==> src/shared/gpio_port4_consts.vh <==
// Purpose: constants of the four-pin port shared with the oscillator pins
// Assumes: 32-bit classic wishbone, byte address = 4 * register index
// Notes:   offsets are register indices; data sits in the low byte
`ifndef GPIO_PORT4_CONSTS_VH
`define GPIO_PORT4_CONSTS_VH

// ****************************************************************
// register indices
// ****************************************************************
`define IDX_PIN_OUTPUT_LATCH      14'h0000
`define IDX_PIN_INPUT_DATA        14'h000d
`define IDX_PIN_DIRECTION_CONTROL 14'h0f1a
`define IDX_PIN_PULLUP_CONTROL    14'h0f27
`define IDX_PIN_FUNCTION_SELECT   14'h0f34
`define IDX_SYSTEM_CONTROL_TWO    14'h0f40

// ****************************************************************
// field layout
// ****************************************************************
`define PIN_COUNT                 4
`define HF_OSC_SELECT_BIT         0
`define LF_OSC_SELECT_BIT         2
`define EXT_HF_OSC_ENABLE_BIT     6
`define FUNC_SELECT_WR_MASK       8'h05

// ****************************************************************
// reset values
// ****************************************************************
`define RST_PIN_FIELD             4'h0
`define RST_FUNC_SELECT           8'h00
`define RST_BUS_DATA              32'h0000_0000

`endif

==> src/pin_sync2.v <==
// Purpose: two-flop synchroniser for one asynchronous pad level
// Assumes: the pad level is slow next to clk_i
// Notes:   only the second flop is read by outside logic
`timescale 1ns/1ns

module pin_sync2 (
  input  wire clk_i,
  input  wire srst_i,
  input  wire async_i,
  output wire sync_o
);

  reg meta_reg;
  reg sync_reg;

  // ****************************************************************
  // synchroniser flops
  // ****************************************************************
  always @(posedge clk_i) begin
    if (srst_i) begin
      meta_reg <= 1'b0;
      sync_reg <= 1'b0;
    end else begin
      meta_reg <= async_i;
      sync_reg <= meta_reg;
    end
  end

  assign sync_o = sync_reg;

endmodule

==> src/osc_shared_gpio_port4.v <==
// Purpose: four-pin general-purpose port whose pins double as oscillator pins
// Assumes: classic wishbone slave, 32-bit data, byte addresses
// Notes:   oscillator circuits live outside; this block hands pins over, gates the crystal enable and raises the clock-fault reset
`timescale 1ns/1ns
`include "gpio_port4_consts.vh"

module osc_shared_gpio_port4 (
  input  wire        clk_i,
  input  wire        srst_i,
  input  wire        wb_cyc_i,
  input  wire        wb_stb_i,
  input  wire        wb_we_i,
  input  wire [15:0] wb_adr_i,
  input  wire [3:0]  wb_sel_i,
  input  wire [31:0] wb_dat_i,
  output wire [31:0] wb_dat_o,
  output wire        wb_ack_o,
  input  wire [3:0]  pad_in_i,
  output wire [3:0]  pad_out_o,
  output wire [3:0]  pad_oe_o,
  output wire [3:0]  pullup_en_o,
  output wire        hf_osc_select_o,
  output wire        lf_osc_select_o,
  output wire        ext_hf_osc_enable_o,
  output wire        sysclk_reset_o
);

  // ****************************************************************
  // declarations
  // ****************************************************************
  reg  [3:0]  pin_output_latch_reg;
  reg  [3:0]  pin_direction_control_reg;
  reg  [3:0]  pin_pullup_control_reg;
  reg         hf_osc_select_bit_reg;
  reg         lf_osc_select_bit_reg;
  reg         ext_hf_osc_enable_reg;
  reg         sysclk_reset_reg;
  reg         ack_reg;
  reg  [31:0] dat_reg;
  reg  [31:0] dat_next;
  reg  [3:0]  pad_out_reg;
  reg  [3:0]  pad_oe_reg;
  reg  [3:0]  pullup_en_reg;

  wire [3:0]  pin_level;
  wire [3:0]  osc_owned;
  wire [3:0]  pin_input_data;
  wire [3:0]  pad_out_next;
  wire [3:0]  pad_oe_next;
  wire [3:0]  pullup_en_next;
  wire [13:0] reg_index;
  wire        bus_req;
  wire        bus_take;
  wire        wr_commit;
  wire        lane0;
  wire [7:0]  wr_byte;

  wire        hit_latch;
  wire        hit_input;
  wire        hit_dir;
  wire        hit_pullup;
  wire        hit_func;
  wire        hit_sysctl;

  // ****************************************************************
  // bus decode
  // ****************************************************************
  // each register takes one aligned word; the index is the word address
  assign reg_index  = wb_adr_i[15:2];
  assign bus_req    = wb_cyc_i & wb_stb_i;
  // request seen, answer not yet given: read data are captured here
  assign bus_take   = bus_req & ~ack_reg;
  // writes land on the edge where the master samples ack high
  assign wr_commit  = bus_req & ack_reg & wb_we_i;
  assign lane0      = wb_sel_i[0];
  assign wr_byte    = wb_dat_i[7:0];

  assign hit_latch  = (reg_index == `IDX_PIN_OUTPUT_LATCH);
  assign hit_input  = (reg_index == `IDX_PIN_INPUT_DATA);
  assign hit_dir    = (reg_index == `IDX_PIN_DIRECTION_CONTROL);
  assign hit_pullup = (reg_index == `IDX_PIN_PULLUP_CONTROL);
  assign hit_func   = (reg_index == `IDX_PIN_FUNCTION_SELECT);
  assign hit_sysctl = (reg_index == `IDX_SYSTEM_CONTROL_TWO);

  // ****************************************************************
  // bus answer
  // ****************************************************************
  // ack rises one cycle after the request and drops the cycle after
  always @(posedge clk_i) begin
    if (srst_i) begin
      ack_reg <= 1'b0;
    end else begin
      ack_reg <= bus_take;
    end
  end

  always @* begin
    dat_next = `RST_BUS_DATA;
    if (hit_latch) begin
      dat_next[3:0] = pin_output_latch_reg;
    end else if (hit_input) begin
      dat_next[3:0] = pin_input_data;
    end else if (hit_dir) begin
      dat_next[3:0] = pin_direction_control_reg;
    end else if (hit_pullup) begin
      dat_next[3:0] = pin_pullup_control_reg;
    end else if (hit_func) begin
      dat_next[`HF_OSC_SELECT_BIT] = hf_osc_select_bit_reg;
      dat_next[`LF_OSC_SELECT_BIT] = lf_osc_select_bit_reg;
    end else if (hit_sysctl) begin
      dat_next[`EXT_HF_OSC_ENABLE_BIT] = ext_hf_osc_enable_reg;
    end
  end

  // unmapped words answer with zero so software never hangs
  always @(posedge clk_i) begin
    if (srst_i) begin
      dat_reg <= `RST_BUS_DATA;
    end else if (bus_take) begin
      dat_reg <= dat_next;
    end
  end

  assign wb_ack_o = ack_reg;
  assign wb_dat_o = dat_reg;

  // ****************************************************************
  // output latch
  // ****************************************************************
  always @(posedge clk_i) begin
    if (srst_i) begin
      pin_output_latch_reg <= `RST_PIN_FIELD;
    end else if (wr_commit & lane0 & hit_latch) begin
      pin_output_latch_reg <= wr_byte[3:0];
    end
  end

  // ****************************************************************
  // direction control
  // ****************************************************************
  // software must keep pins 0/1 inputs while the high oscillator owns them;
  // the drive logic below masks them anyway so a slip cannot fight the crystal
  always @(posedge clk_i) begin
    if (srst_i) begin
      pin_direction_control_reg <= `RST_PIN_FIELD;
    end else if (wr_commit & lane0 & hit_dir) begin
      pin_direction_control_reg <= wr_byte[3:0];
    end
  end

  // ****************************************************************
  // pull-up control
  // ****************************************************************
  always @(posedge clk_i) begin
    if (srst_i) begin
      pin_pullup_control_reg <= `RST_PIN_FIELD;
    end else if (wr_commit & lane0 & hit_pullup) begin
      pin_pullup_control_reg <= wr_byte[3:0];
    end
  end

  // ****************************************************************
  // function select
  // ****************************************************************
  // only bits 0 and 2 exist; all other bits are dropped on write
  always @(posedge clk_i) begin
    if (srst_i) begin
      hf_osc_select_bit_reg <= 1'b0;
      lf_osc_select_bit_reg <= 1'b0;
    end else if (wr_commit & lane0 & hit_func) begin
      hf_osc_select_bit_reg <= wr_byte[`HF_OSC_SELECT_BIT];
      lf_osc_select_bit_reg <= wr_byte[`LF_OSC_SELECT_BIT];
    end
  end

  // ****************************************************************
  // external oscillator enable and clock-fault reset
  // ****************************************************************
  // enabling the crystal without its pins would stall the clock, so the
  // write is refused and a one-cycle system clock reset is raised instead
  always @(posedge clk_i) begin
    if (srst_i) begin
      ext_hf_osc_enable_reg <= 1'b0;
      sysclk_reset_reg      <= 1'b0;
    end else begin
      sysclk_reset_reg <= 1'b0;
      if (wr_commit & lane0 & hit_sysctl) begin
        if (wr_byte[`EXT_HF_OSC_ENABLE_BIT] & ~hf_osc_select_bit_reg) begin
          sysclk_reset_reg      <= 1'b1;
          ext_hf_osc_enable_reg <= 1'b0;
        end else begin
          ext_hf_osc_enable_reg <= wr_byte[`EXT_HF_OSC_ENABLE_BIT];
        end
      end
    end
  end

  assign ext_hf_osc_enable_o = ext_hf_osc_enable_reg;
  assign sysclk_reset_o      = sysclk_reset_reg;
  assign hf_osc_select_o     = hf_osc_select_bit_reg;
  assign lf_osc_select_o     = lf_osc_select_bit_reg;

  // ****************************************************************
  // pin ownership
  // ****************************************************************
  assign osc_owned[0] = hf_osc_select_bit_reg;
  assign osc_owned[1] = hf_osc_select_bit_reg;
  assign osc_owned[2] = lf_osc_select_bit_reg;
  assign osc_owned[3] = lf_osc_select_bit_reg;

  // ****************************************************************
  // per-pin drive, pull-up and read path
  // ****************************************************************
  genvar gi;
  generate
    for (gi = 0; gi < `PIN_COUNT; gi = gi + 1) begin : g_pin
      // pads are asynchronous to clk_i
      pin_sync2 u_sync (
        .clk_i   (clk_i),
        .srst_i  (srst_i),
        .async_i (pad_in_i[gi]),
        .sync_o  (pin_level[gi])
      );

      assign pad_oe_next[gi]    = pin_direction_control_reg[gi]
                                  & ~osc_owned[gi];
      assign pad_out_next[gi]   = pin_output_latch_reg[gi]
                                  & pad_oe_next[gi];
      assign pullup_en_next[gi] = pin_pullup_control_reg[gi]
                                  & ~pin_direction_control_reg[gi]
                                  & ~osc_owned[gi];
      // a driven or oscillator-owned pin reads as zero
      assign pin_input_data[gi] = pin_level[gi]
                                  & ~pin_direction_control_reg[gi]
                                  & ~osc_owned[gi];
    end
  endgenerate

  // ****************************************************************
  // registered pad controls
  // ****************************************************************
  // one flop stage keeps pad outputs glitch free; cost is one cycle latency
  always @(posedge clk_i) begin
    if (srst_i) begin
      pad_out_reg   <= `RST_PIN_FIELD;
      pad_oe_reg    <= `RST_PIN_FIELD;
      pullup_en_reg <= `RST_PIN_FIELD;
    end else begin
      pad_out_reg   <= pad_out_next;
      pad_oe_reg    <= pad_oe_next;
      pullup_en_reg <= pullup_en_next;
    end
  end

  assign pad_out_o   = pad_out_reg;
  assign pad_oe_o    = pad_oe_reg;
  assign pullup_en_o = pullup_en_reg;

endmodule

==> config.mk <==
export PLATFORM = sky130hd
export DESIGN_NAME = osc_shared_gpio_port4
export DESIGN_NICKNAME = d
export VERILOG_FILES = /design/src/pin_sync2.v /design/src/osc_shared_gpio_port4.v
export VERILOG_INCLUDE_DIRS = /design/src /design/src/shared
export SDC_FILE = /design/constraint.sdc
export NUM_CORES = 1
export LEC_CHECK = 0
export BUFFER_PORTS_ARGS = -buffer_cell sky130_fd_sc_hd__buf_2
export CAP_MARGIN = 20
export CORE_MARGIN = 2
export CORE_UTILIZATION = 39
export CTS_CLUSTER_DIAMETER = 150
export DETAILED_ROUTE_END_ITERATION = 12
export GPL_ROUTABILITY_DRIVEN = 0
export GPL_TIMING_DRIVEN = 0
export PLACE_DENSITY = 0.77
export SYNTH_ARGS = -nofsm -noshare
export SYNTH_HDL_FRONTEND = slang
export SYNTH_HIERARCHICAL = 1
export SYNTH_SLANG_ARGS = --single-unit
==> constraint.sdc <==
create_clock -name clk_i -period 1.55 [get_ports clk_i]
set_input_delay 0.155 -clock clk_i [delete_from_list [all_inputs] [get_ports clk_i]]
set_output_delay 0.155 -clock clk_i [all_outputs]
set_load 0.005 [all_outputs]
==> flow_summary.ini <==
[global_routing]
grt_max_degree = 14
grt_usage_pct = 16.47
antenna_found_initial = 0
grt_pass1_vias = 1447
grt_overflow = 0
grt_pass1_wl_microns = 6817

[yosys]
yosysTopAreaCell = dfxtp_1
synthDistinctLibCells = 38
yosysWarnings = 6
synth_area_leaders = dfxtp_1, buf_4, mux2i_1
avgSynthCellArea_sq_um = 9.424
yosysTopAreaCellShare_pct = 43.95
synth_cells = 203
seq_area_frac_synth_pct = 43.95
ys_ff_latch = 42
synthesis.area_sq_um = 1913

[die]
initial_core_util_pct = 40.50
die_w_microns = 74.04
ioPinCount = 110
core_area_sq_um = 4723
die-height_microns = 74.04
die-area_sq_um = 5482
rows = 25

[critical_path]
worstPathArrival_ns = 1.78
slowest_stage = or4_4
cp-end-kind = flop
start_kind = input port
r2r_slack_ns = 0.07
r2r_cells = 5
critPathRequiredTime_ns = 1.72
cpPeakStageDelay_ns = 0.55
cp_max_fo = 4
reg2reg_from = wb_ack_o$_SDFF_PP0_
path_class = in2reg
worstReg2RegEnd = pin_direction_control_reg[1]$_SDFFE_PP0P_
critPathTopFamily = simple AND/OR/NAND/NOR gates
path_cells = buf_6 > or4_4 > or2_1 > buf_6 > nor3b_4 > buf_4 > mux2i_1 > nor2_1
crit_buf_inv = 3
crit_top_cell = buf_6

[routing]
antenna_left = 0
wl_per_cell_microns = 12.49
vias = 1723
routed_wirelength_microns = 4484
post-route-drc-count = 0
vias_per_cell = 4.799
drt-initial-drc-count = 157
drtPass1Iterations = 5

[sta]
hold_viol = 0
setup_ws_ns = -0.05603
tightest_slew_ns = 0.5853
final.setup.tns_ns = -0.3168
min_period_over_period_pct = 103.6
max_freq_ghz = 0.6227
final_max_slew_viol_count = 0
finalCriticalPeriod_ns = 1.606
fin_skew_ns = 0.01028
setup_violations = 10
relSlewSlack_pct = 60.65
rsz0062_at_grt = true

[cells_and_area]
nNetsFinal = 352
antennaDiodeCount = 0
layout_common_cells = buf_2, dfxtp_1, buf_4
area_growth_pct = 33.88
final_util_pct = 54.23
final_common_cell = buf_2
drive_above_1_share_pct = 37.33
largest_reg_flops = 5

[clocking]
root_buffer = clkbuf_8
htreeDepth = 2
cts_sinks = 42
hold_buffers = 0
path_clk_slew_ns = 0.07
cts_made_buffers = 5
clk_path_buf_depth = 2
clk_latency_ns = 0.30
cts_tree = done

[place]
portBuffers = 50
detailed_place_hpwl_microns = 3259

[hold_path]
holdPathEnd = g_pin[1].u_sync/meta_reg$_SDFF_PP0_
min_path_type = in2reg
min_delay_path_depth = 2
worstHoldStart = pad_in_i[1]

[job]
maxCapViolations = 0

[status]
status = complete, but fails checks
violations = negative setup slack

[power_and_ir_drop]
p_leak_uw = 0.001189
powerDensity_nw_per_um2 = 830.5
ir_drop_v = 0.0004982
## Yosys cell counts
cell type   n
a22oi_1     2
nand3b_2    1
nand2_1     6
buf_6       1
o21ai_0     2
conb_1      1
nor2b_1     8
a21oi_1     6
nand2b_1    1
nand4_1     1
nand3b_1    2
clkbuf_1    7
or2_2       2
nor4_1      4
a32oi_1     2
or2_1       1
nor2_1     27
o221a_2     2
a2bb2oi_1   2
and2_1      4
nand3_1     4
nor3b_4     1
mux2i_1    14
nor3_4      2
dfxtp_1    42
and3b_1     1
and2b_1     1
nor3_1      9
and3_1      5
o32ai_1     4
or4_4       1
or3b_2      1
and4b_1     1
or4_1       1
a31oi_1     2
nor4bb_1    1
buf_4      27
nor4b_1     4
## cell type report
cell class,count,area (sq um)
clock inverters,3,40.04
repair buffers,57,322.8
fillers,436,2162
multi-input cells,152,972.2
well taps,67,83.83
flip-flops and latches,42,840.8
clock buffers,5,68.82
plain buffers,33,232.7
## where the power goes
part           internal (uW)  switching [uW]
registers               1090            3.23
clock network            474             369
logic                   97.8            94.2
total                   1660             467
## routing by layer
layer / global-route usage (%) / routed length [microns]
met1: 20.53 / 1767
met2: 25.89 / 2218
met3: 5.149 / 379
met4: 7.879 / 119
met5: 0 / 0
## worst max path at each step
stage / cells past startpoint / from / end / slack [ns]
floorplan: 6 / wb_adr_i[8] / pin_pullup_control_reg[0]$_SDFFE_PP0P_ / -0.15
global placement: 6 / wb_adr_i[8] / hf_osc_select_o$_SDFFE_PP0P_ / -0.49
detailed placement: 6 / wb_adr_i[8] / lf_osc_select_o$_SDFFE_PP0P_ / -0.51
CTS: 7 / wb_adr_i[14] / pin_output_latch_reg[2]$_SDFFE_PP0P_ / -0.05
global route: 6 / wb_adr_i[14] / lf_osc_select_o$_SDFFE_PP0P_ / -0.12
finish: 8 / wb_adr_i[14] / pin_pullup_control_reg[0]$_SDFFE_PP0P_ / -0.06
## kinds of logic after synthesis
group | Yosys count | share of synthesized area, %
muxes | 14 | 7.325
AOI/OAI and AO/OA | 22 | 8.371
buffers and inverters | 35 | 12.56
and+or+nand+nor | 89 | 27.60
DFF | 42 | 43.95
other | 1 | 0.1960
## metrics by stage
step                      area (sq um)  cells  setup slack, ns  power (uW)  hold WS [ns]
final                             2561    359         -0.05603        2127       0.06766
after global placement            2345    346          -0.4869        1288        0.3732
after detailed placement          2345    346          -0.5134        1291        0.3732
after floorplan                   2011    229          -0.1523        1227        0.2266
after global routing              2561    359          -0.1218        2223       0.06154
after CTS                         2516    358         -0.04534        2132       0.06614
## repair_timing
| action | CTS | global route |
|---|---|---|
| endpoints found under the setup margin | 18 | 19 |
| pin swaps | 5 | 3 |
| gates resized for setup | 5 | 7 |
| buffers inserted | 5 | 2 |
(Power assumes the default switching activity.)
